--- config.mk ---
export PLATFORM = sky130hd
export DESIGN_NAME = sbie_core
export DESIGN_NICKNAME = d
export VERILOG_FILES = /design/src/sbie_pkg.sv /design/src/sbie_core.sv
export VERILOG_INCLUDE_DIRS = /design/src
export SDC_FILE = /design/constraint.sdc
export NUM_CORES = 2
export LEC_CHECK = 0
export BUFFER_PORTS_ARGS = -buffer_cell sky130_fd_sc_hd__buf_4
export CORE_ASPECT_RATIO = 1.25
export CORE_MARGIN = 1.5
export CORE_UTILIZATION = 40
export DETAILED_ROUTE_END_ITERATION = 8
export GPL_ROUTABILITY_DRIVEN = 0
export PLACE_DENSITY = 0.52
export SLEW_MARGIN = 20
export SYNTH_ARGS = -nofsm -noshare
export SYNTH_HDL_FRONTEND = slang
export SYNTH_SLANG_ARGS = --single-unit
--- constraint.sdc ---
create_clock -name clk_in -period 5.15 [get_ports clk_in]
set_input_delay 0.2575 -clock clk_in [delete_from_list [all_inputs] [get_ports clk_in]]
set_output_delay 0.2575 -clock clk_in [all_outputs]
set_load 0.02 [all_outputs]
--- src/sbie_defines.svh ---
// Constants for the skip, branch, increment and OR execution block
`ifndef SBIE_DEFINES_SVH
`define SBIE_DEFINES_SVH
`define SBIE_DATA_W 8
`define SBIE_FADDR_W 7
`define SBIE_TARGET_W 11
`define SBIE_PC_W 13
`define SBIE_LATCH_W 8
`define SBIE_LATCH_LO 3
`define SBIE_LATCH_HI 4
`define SBIE_ACC_RESET 8'h00
`define SBIE_FILE_RESET 8'h00
`define SBIE_PC_RESET 13'h0000
`define SBIE_ZERO_RESET 1'h0
`endif

--- src/sbie_pkg.sv ---
// Types shared by the execution block
`include "sbie_defines.svh"
package sbie_pkg;
    typedef enum logic [2:0] {
        SBIE_OP_NONE,
        SBIE_OP_DECREMENT_SKIP_ZERO,
        SBIE_OP_INCREMENT_SKIP_ZERO,
        SBIE_OP_JUMP_ABSOLUTE,
        SBIE_OP_OR_LITERAL_TO_ACC,
        SBIE_OP_INCREMENT_FILE
    } sbie_op_t;

    typedef struct packed {
        sbie_op_t op;
        logic [`SBIE_FADDR_W-1:0] file_addr;
        logic dest_file;
        logic [`SBIE_DATA_W-1:0] literal;
        logic [`SBIE_TARGET_W-1:0] target;
    } sbie_instr_t;

    typedef enum logic [1:0] {
        SBIE_ST_EXEC,
        SBIE_ST_SQUASH,
        SBIE_ST_BRANCH
    } sbie_state_t;
endpackage : sbie_pkg

--- src/sbie_core.sv ---
// Execution of skip, branch, increment and OR instructions
`timescale 1ns/10ps
`default_nettype none
`include "sbie_defines.svh"
module sbie_core
    import sbie_pkg::*;
#(
    parameter int FILE_DEPTH = 128
) (
    input wire logic clk_in,
    input wire logic reset_in,
    input wire logic instr_valid_in,
    input wire sbie_instr_t instr_in,
    input wire logic [`SBIE_LATCH_W-1:0] pc_high_latch_in,
    output logic instr_ready_out,
    output logic [`SBIE_DATA_W-1:0] acc_out,
    output logic zero_flag_out,
    output logic [`SBIE_PC_W-1:0] pc_out,
    output logic squash_out,
    output logic [`SBIE_DATA_W-1:0] file_rd_out
);

    // ------------------------------------------------------------
    // State
    // ------------------------------------------------------------
    // Control state
    sbie_state_t state;
    sbie_state_t next_state;

    // Accumulator, zero flag and program counter
    logic [`SBIE_DATA_W-1:0] acc;
    logic [`SBIE_DATA_W-1:0] next_acc;
    logic zero_flag;
    logic next_zero_flag;
    logic [`SBIE_PC_W-1:0] pc;
    logic [`SBIE_PC_W-1:0] next_pc;

    // File storage and its single write port
    logic [`SBIE_DATA_W-1:0] file_mem [FILE_DEPTH];
    logic file_we;
    logic [`SBIE_DATA_W-1:0] file_wdata;

    // Datapath
    logic [`SBIE_DATA_W-1:0] operand;
    logic [`SBIE_DATA_W-1:0] result;
    logic take;

    // ------------------------------------------------------------
    // Handshake and operand fetch
    // ------------------------------------------------------------
    // Instruction accepted only in the execute state
    // A word offered while refused is dropped, not queued
    assign instr_ready_out = (state == SBIE_ST_EXEC);
    assign take = instr_valid_in && instr_ready_out;
    assign operand = file_mem[instr_in.file_addr];

    // ------------------------------------------------------------
    // Decode helpers
    // ------------------------------------------------------------
    // Route a result to acc or file by destination bit
    function automatic logic route_to_file(input logic dest);
        return dest;
    endfunction : route_to_file

    // Zero test shared by the skips and the zero flag
    function automatic logic is_zero(input logic [`SBIE_DATA_W-1:0] value);
        return (value == '0);
    endfunction : is_zero

    // ------------------------------------------------------------
    // Execute
    // ------------------------------------------------------------
    // Next-value logic for every instruction
    // Ready gates every change a word makes, so a refused word leaves no trace
    always_comb begin
        next_state = state;
        next_acc = acc;
        next_zero_flag = zero_flag;
        next_pc = pc;
        file_we = 1'h0;
        file_wdata = operand;
        result = operand;
        unique case (state)
            SBIE_ST_EXEC: begin
                if (take) begin
                    // Taken words advance pc, except jumps (target) and unused codes (pc held)
                    next_pc = pc + `SBIE_PC_W'(1);
                    unique case (instr_in.op)
                        SBIE_OP_DECREMENT_SKIP_ZERO: begin
                            result = operand - 8'h01;
                            if (route_to_file(instr_in.dest_file)) begin
                                file_we = 1'h1;
                            end else begin
                                next_acc = result;
                            end
                            if (is_zero(result)) begin
                                next_state = SBIE_ST_SQUASH;
                            end
                        end
                        SBIE_OP_INCREMENT_SKIP_ZERO: begin
                            result = operand + 8'h01;
                            if (route_to_file(instr_in.dest_file)) begin
                                file_we = 1'h1;
                            end else begin
                                next_acc = result;
                            end
                            if (is_zero(result)) begin
                                next_state = SBIE_ST_SQUASH;
                            end
                        end
                        SBIE_OP_JUMP_ABSOLUTE: begin
                            next_pc = {pc_high_latch_in[`SBIE_LATCH_HI:`SBIE_LATCH_LO],
                                       instr_in.target};
                            next_state = SBIE_ST_BRANCH;
                        end
                        SBIE_OP_OR_LITERAL_TO_ACC: begin
                            result = acc | instr_in.literal;
                            next_acc = result;
                            next_zero_flag = is_zero(result);
                        end
                        SBIE_OP_INCREMENT_FILE: begin
                            result = operand + 8'h01;
                            if (route_to_file(instr_in.dest_file)) begin
                                file_we = 1'h1;
                            end else begin
                                next_acc = result;
                            end
                            next_zero_flag = is_zero(result);
                        end
                        default: begin
                            // Unused codes act as a no-op with pc held
                            next_pc = pc;
                        end
                    endcase
                    // One write port, fed by the routed result
                    file_wdata = result;
                end
            end
            SBIE_ST_SQUASH: begin
                // Skipped word consumed as a no-op
                next_pc = pc + `SBIE_PC_W'(1);
                next_state = SBIE_ST_EXEC;
            end
            SBIE_ST_BRANCH: begin
                // Refill slot after the branch
                next_state = SBIE_ST_EXEC;
            end
        endcase
    end

    // Register the core state
    always_ff @(posedge clk_in) begin
        if (reset_in) begin
            state <= SBIE_ST_EXEC;
            acc <= `SBIE_ACC_RESET;
            zero_flag <= `SBIE_ZERO_RESET;
            pc <= `SBIE_PC_RESET;
        end else begin
            state <= next_state;
            acc <= next_acc;
            zero_flag <= next_zero_flag;
            pc <= next_pc;
        end
    end

    // ------------------------------------------------------------
    // File registers
    // ------------------------------------------------------------
    // Flop storage; reset clears so reads are defined
    genvar gi;
    generate
        for (gi = 0; gi < FILE_DEPTH; gi++) begin : g_file
            logic [`SBIE_DATA_W-1:0] next_file;
            // Only the addressed entry takes the write
            always_comb begin
                next_file = file_mem[gi];
                if (file_we && (instr_in.file_addr == `SBIE_FADDR_W'(gi))) begin
                    next_file = file_wdata;
                end
            end
            // Register the entry
            always_ff @(posedge clk_in) begin
                if (reset_in) begin
                    file_mem[gi] <= `SBIE_FILE_RESET;
                end else begin
                    file_mem[gi] <= next_file;
                end
            end
        end
    endgenerate

    // ------------------------------------------------------------
    // Outputs
    // ------------------------------------------------------------
    // Data outputs straight from flops
    assign acc_out = acc;
    assign zero_flag_out = zero_flag;
    assign pc_out = pc;
    assign squash_out = (state == SBIE_ST_SQUASH); // Marks the no-op slot
    // Read port follows the offered address, hence not a flop
    assign file_rd_out = file_mem[instr_in.file_addr];

endmodule : sbie_core
`default_nettype wire

* Yosys cells after proc, flatten, opt, wreduce, memory -nomap -nowiden
Memory sizes are Yosys's and may differ from the RTL's.
Index checks and enable logic that the tools add are counted.
** Word-level totals
- Bits of input ports :: 41
- Output and inout port bits :: 32
- Register bits after elaboration :: 24
- Memory bits (read-only) :: 0
- Logic and storage cells :: 957
- Latch bits :: 0
- Memories kept :: 1
- RAM bits :: 1024
** Memories
- file_mem :: words 128, width 8, read ports 1, clocked after Yosys merged registers in 0, write ports 128, RTL line sbie_core.sv:39 : logic [`SBIE_DATA_W-1:0] file_mem [FILE_DEPTH];
** Operators by class
- Add/sub/neg operators :: 3
- Shift-type cells :: 0
- $mul :: 0
- Multiplexer cells :: 278
- Bitwise operators :: 129
- Equality and inequality tests :: 269
- Reductions and logical operators :: 273
- Divide/modulo/power cells :: 0
- Order comparisons :: 0
** Operator list (count)
- $mux W8 :: 260
- $eq A7 B7 Y1 const B :: 64
- $reduce_and A2 Y1 :: 128
- $eq A7 B6 Y1 const B :: 32
- $logic_and A1 B1 Y1 :: 129
- $ne A1 B1 Y1 const B :: 128
- $or A1 B1 Y1 :: 128
- $eq A7 B5 Y1 const B :: 16
- $eq A7 B4 Y1 const B :: 8
- $pmux W13 S2 :: 2
- $pmux W8 S3 :: 2
- $eq A7 B3 Y1 const B :: 4
- $logic_not A8 Y1 :: 3
- $eq A7 B2 Y1 const B :: 2
- $add A13 B1 Y13 const B :: 1
- $mux W13 :: 1
- $add A8 B1 Y8 const B :: 1
- $or A8 B8 Y8 :: 1
- $sub A8 B1 Y8 const B :: 1
- $eq A7 B1 Y1 const B :: 1
- $logic_not A7 Y1 :: 1
- $mux W1 :: 7
- $eq A3 B2 Y1 const B :: 2
- $eq A3 B3 Y1 const B :: 2
- other kinds (21) :: 28

* Longest topological paths before layout
- Word-level depth :: 9
- Mapped depth :: 22
- Mapped depth without buffers :: 14

* Worst setup path before layout
OpenSTA, ideal clock, no wires.
- Path type :: input to register
- Start point :: in instr_in[21] (netlist name)
- End point :: mem file_mem[116][2] (netlist name), data pin
- Library setup time :: 0.266 ns
- Data arrival time :: 3.661 ns
- Path buffers :: 4
- Slack :: 1.223 ns
- Data required time :: 4.884 ns
- Stages on the path :: 17
- Path through :: buf_6 > buf_12 > mux4_2 > mux4_2 > o22ai_1 > nor3b_1 > o32ai_4 > inv_1 > ha_1 > xor2_1 > o22ai_1 > a31oi_1 > nor2_1 > a21oi_1 > clkbuf_1 > clkbuf_1 > nor2_1
** RTL lines
- start: declaration :: RTL line sbie_core.sv:13 : input wire sbie_instr_t instr_in,
- end: declaration :: RTL line sbie_core.sv:39

==> summary.md <==
The critical path is of the flip-flop to flip-flop type. The starting utilization of the core area is 40.2%, and the total overflow reported by the global router is 0. The slew at the pin closest to its max-slew limit is 1.12 ns. The run gives 77 as the count of different cell masters after synthesis. For the max-capacitance violation count, the log shows 0.

Subtracting the final worst setup slack from the clock period gives 4.37 ns. For the violation count after the first detailed-routing iteration, the log shows 3,031. The final hold violation count is 0. The horizontal extent of the die works out to 315 um. Once the clock tree was built, the resizer swapped 0 gates to a different size.

The highest fanout seen on the critical path was 23. Number of global-route vias before repair: 30,800. The initial antenna violation count came out at 3. The number of synthesized register bits was 1,048; the number of enable flip-flop cells after synthesis was 1,024. The tools report the count of hold buffers inserted by post-cts repair as 17. The tools report the startpoint class of the critical path as a flip-flop.

In the final layout, the share of cells above drive strength 1 is 21.4%. Post-CTS setup buffer count: 0. Die footprint: 124,000 um2. In this run the static leakage power is 20.3 nW.

Synthesis handed over a netlist of 3,656 instances. After clock tree synthesis, the clock-pin slew on the worst setup and hold paths is 0.06 ns. The run gives 3 as the maximum count of clock buffers along a single path.

Routed signal wires occupy layers up through met5. The floorplan step defined a core boundary enclosing 121,000 um2. The power per cell area was 365 nW/um2. From bottom edge to top edge, the die measures 394 um. Post-synthesis sequential area ratio: 64.0%.

TritonCTS built the clock tree. The cell accounting for the most synthesized area is sky130_fd_sc_hd__edfxtp_1. At the worst endpoint, the required time is 5.57 ns. The cell count after placement came out at 5,267.

The cell area that synthesis handed to floorplanning was 48,800 um2. Averaged over all synthesized cells, the footprint is 13.4 um2. Counting instances in the post-synthesis netlist gives the leading cell types as sky130_fd_sc_hd__edfxtp_1, sky130_fd_sc_hd__nor2_1, sky130_fd_sc_hd__nand2_1. For this run, the number of Yosys warnings is 0. In this run, CTS created clock tree buffers numbering 105. For this run, the number of standard cells in the final layout without fillers is 5,478. The setup skew after layout is 0.0377 ns, and the detailed placer's ending HPWL is 100 mm. The tools report the number of pins with negative max-slew slack in the final report as 0. The flip-flop cell with the highest count after synthesis was sky130_fd_sc_hd__edfxtp_1. The routed design uses 75.1 mm of met2 wire. The run gives 0 ns as the setup TNS. The routed wirelength normalized by instance count was 27.5 um.

The tools report the routed metal-1 wirelength as 59.6 mm. Count of nets left with antenna violations after detail routing: 0. The min-delay analysis places its worst path in the category primary input to flip-flop. Pin placement for this block handled 73 I/O pins. The tree is rooted in a sky130_fd_sc_hd__clkbuf_16. Entering global routing, the biggest net connects 86 pins. Overall power consumption after layout is estimated at 20.4 mW.

Relative to the synthesized area, the layout overhead comes to 14.4%. Before antenna repair, the detailed router went through 5 iterations. The run gives 143 as the site row count. The met3 wire length came out at 9.72 mm. CTS saw 1,048 sinks.

Setup repair after global routing left no endpoint under its margin. The detailed-route vias per instance is 5.65. Final routed wirelength across all metal layers: 150 mm.

By area the synthesized netlist is led by sky130_fd_sc_hd__edfxtp_1, sky130_fd_sc_hd__mux4_2, sky130_fd_sc_hd__nor2_1, sky130_fd_sc_hd__mux2i_1, sky130_fd_sc_hd__nand2_1. The routed layout has 30,900 vias. Most frequently used cell type in the post-synthesis netlist: sky130_fd_sc_hd__edfxtp_1. Peak clock frequency supported by timing: 229 MHz. After the last flow step, the layout net total stands at 3,843.

Headroom to the max-slew limit came out at 24.8%. In this run the biggest area consumer among cell types represents 63.0% of the synthesized area. The worst IR drop on VDD was 0.000291 V. The H-tree generated during clock tree synthesis spans 3 levels. Summing all non-filler instances in the final layout gives an area of 55,800 um2.

For the worst-skew pair, the clock arrives at the later sink with an insertion delay of 0.71 ns. The placed instances occupy a cell area of 52,200 um2. The final setup violation count was 0; the period utilization was 84.9%. Port buffering added 66 buffers.

STA puts the critical path data arrival time at 4.79 ns. The first-pass GRT wire length came out at 217 mm. The flow ran to the end, and the final reports show no timing, DRC or antenna violations.

Across every metal layer, demand over resource in global routing totals 24.2%. Counting flops with an async set or reset pin after synthesis yields a share of 0%. The number of nets in the synthesized netlist was 3,703; the post-route DRC violation count was 0.

The tools report the nature of the critical path endpoint as a flip-flop.
cells by family after synthesis:
| group | synth area share (%) |
|---|---|
| xor gates and xnor gates | 0.251 |
| DFF | 64.0 |
| and+or+nand+nor | 14.8 |
| buffers and inverters | 3.63 |
| adders and majority gates | 0.154 |
| muxes | 13.0 |
| AOI/OAI and AO/OA | 4.19 |
through the flow:
| stage | util [%] | hold slack [ns] | setup slack [ns] |
|---|---|---|---|
| 4_1_cts | 46.0 | 0.0144 | 0.781 |
| 2_1_floorplan | - | 0.464 | 1.22 |
| 3_5_place_dp | 43.0 | 0.478 | 0.179 |
| 6_report | 46.0 | 0.0641 | 0.777 |
| 5_1_grt | 46.0 | 0.104 | 0.602 |
| 3_3_place_gp | 43.0 | 0.466 | 0.237 |
area by class of cell:
type	instances	area [um2]
Fill cell	10900	65500
Sequential cell	1048	31200
Multi-Input combinational cell	2305	16000
Timing Repair Buffer	320	3080
Clock buffer	127	2750
Tap cell	1595	2000
Clock inverter	65	733
Inverter	16	62.6
Antenna cell	2	5.00
power breakdown:
part / internal, mW / total, mW / switching, mW
registers: 9.63 / 9.72 / 0.0981
clock network: 4.60 / 7.92 / 3.32
logic: 0.894 / 2.75 / 1.86
total: 15.1 / 20.4 / 5.28
flip-flops by register name, indices dropped and copies added (netlist names):
signal and count:
pc_out 13, file_mem 1024, zero_flag_out 1, acc_out 8
state 2
worst max-delay path: stages (launching register included):
cell and delay [ns]:
sky130_fd_sc_hd__edfxtp_1 0.37, sky130_fd_sc_hd__mux4_2 0.52, sky130_fd_sc_hd__mux4_2 0.49, sky130_fd_sc_hd__o22ai_1 0.25, sky130_fd_sc_hd__nor3b_1 0.09, sky130_fd_sc_hd__buf_4 0.17, sky130_fd_sc_hd__o32ai_4 0.25, sky130_fd_sc_hd__buf_4 0.21
sky130_fd_sc_hd__ha_1 0.24, sky130_fd_sc_hd__nand3b_4 0.12, sky130_fd_sc_hd__nor3_1 0.20, sky130_fd_sc_hd__xnor2_1 0.17, sky130_fd_sc_hd__o221ai_1 0.21, sky130_fd_sc_hd__mux2i_4 0.28, sky130_fd_sc_hd__buf_12 0.22, sky130_fd_sc_hd__buf_12 0.19
sky130_fd_sc_hd__nor2_1 0.07
layer usage:
| layer | global-route usage (%) | vias to the layer above |
|---|---|---|
| li1 | - | 13600 |
| met1 | 31.6 | 15900 |
| met2 | 41.0 | 1132 |
| met3 | 2.98 | 218 |
| met4 | 9.61 | 4 |
| met5 | 0 | - |
cells in the final DEF (no fill, tap or decap), types with 22 or more instances in the layout:
cell	instances
sky130_fd_sc_hd__nand2_1	332
sky130_fd_sc_hd__nor2_4	102
sky130_fd_sc_hd__mux4_2	197
sky130_fd_sc_hd__a22oi_1	71
sky130_fd_sc_hd__mux2i_1	166
sky130_fd_sc_hd__nor2_1	995
sky130_fd_sc_hd__buf_12	49
sky130_fd_sc_hd__o21ai_0	40
sky130_fd_sc_hd__o31ai_1	41
sky130_fd_sc_hd__nand3_1	28
sky130_fd_sc_hd__a21oi_1	50
sky130_fd_sc_hd__dfxtp_1	24
sky130_fd_sc_hd__buf_4	251
sky130_fd_sc_hd__clkinv_2	27
sky130_fd_sc_hd__edfxtp_1	1024
sky130_fd_sc_hd__clkbuf_16	107
sky130_fd_sc_hd__mux2_2	22
path summary, 6_finish.rpt:
path	slack, ns	cells past startpoint	to	start
max	0.78	16	file_mem[85][6]$_SDFFCE_PN0P_	file_mem[123][1]$_SDFFCE_PN0P_
min	0.06	5	acc_out[1]$_SDFFE_PP0P_	instr_in[12]
max reg2reg	0.78	16	file_mem[85][6]$_SDFFCE_PN0P_	file_mem[123][1]$_SDFFCE_PN0P_
min reg2reg	0.48	2	zero_flag_out$_SDFFE_PP0P_	zero_flag_out$_SDFFE_PP0P_
Note: power is estimated with default switching activity, not from simulation.
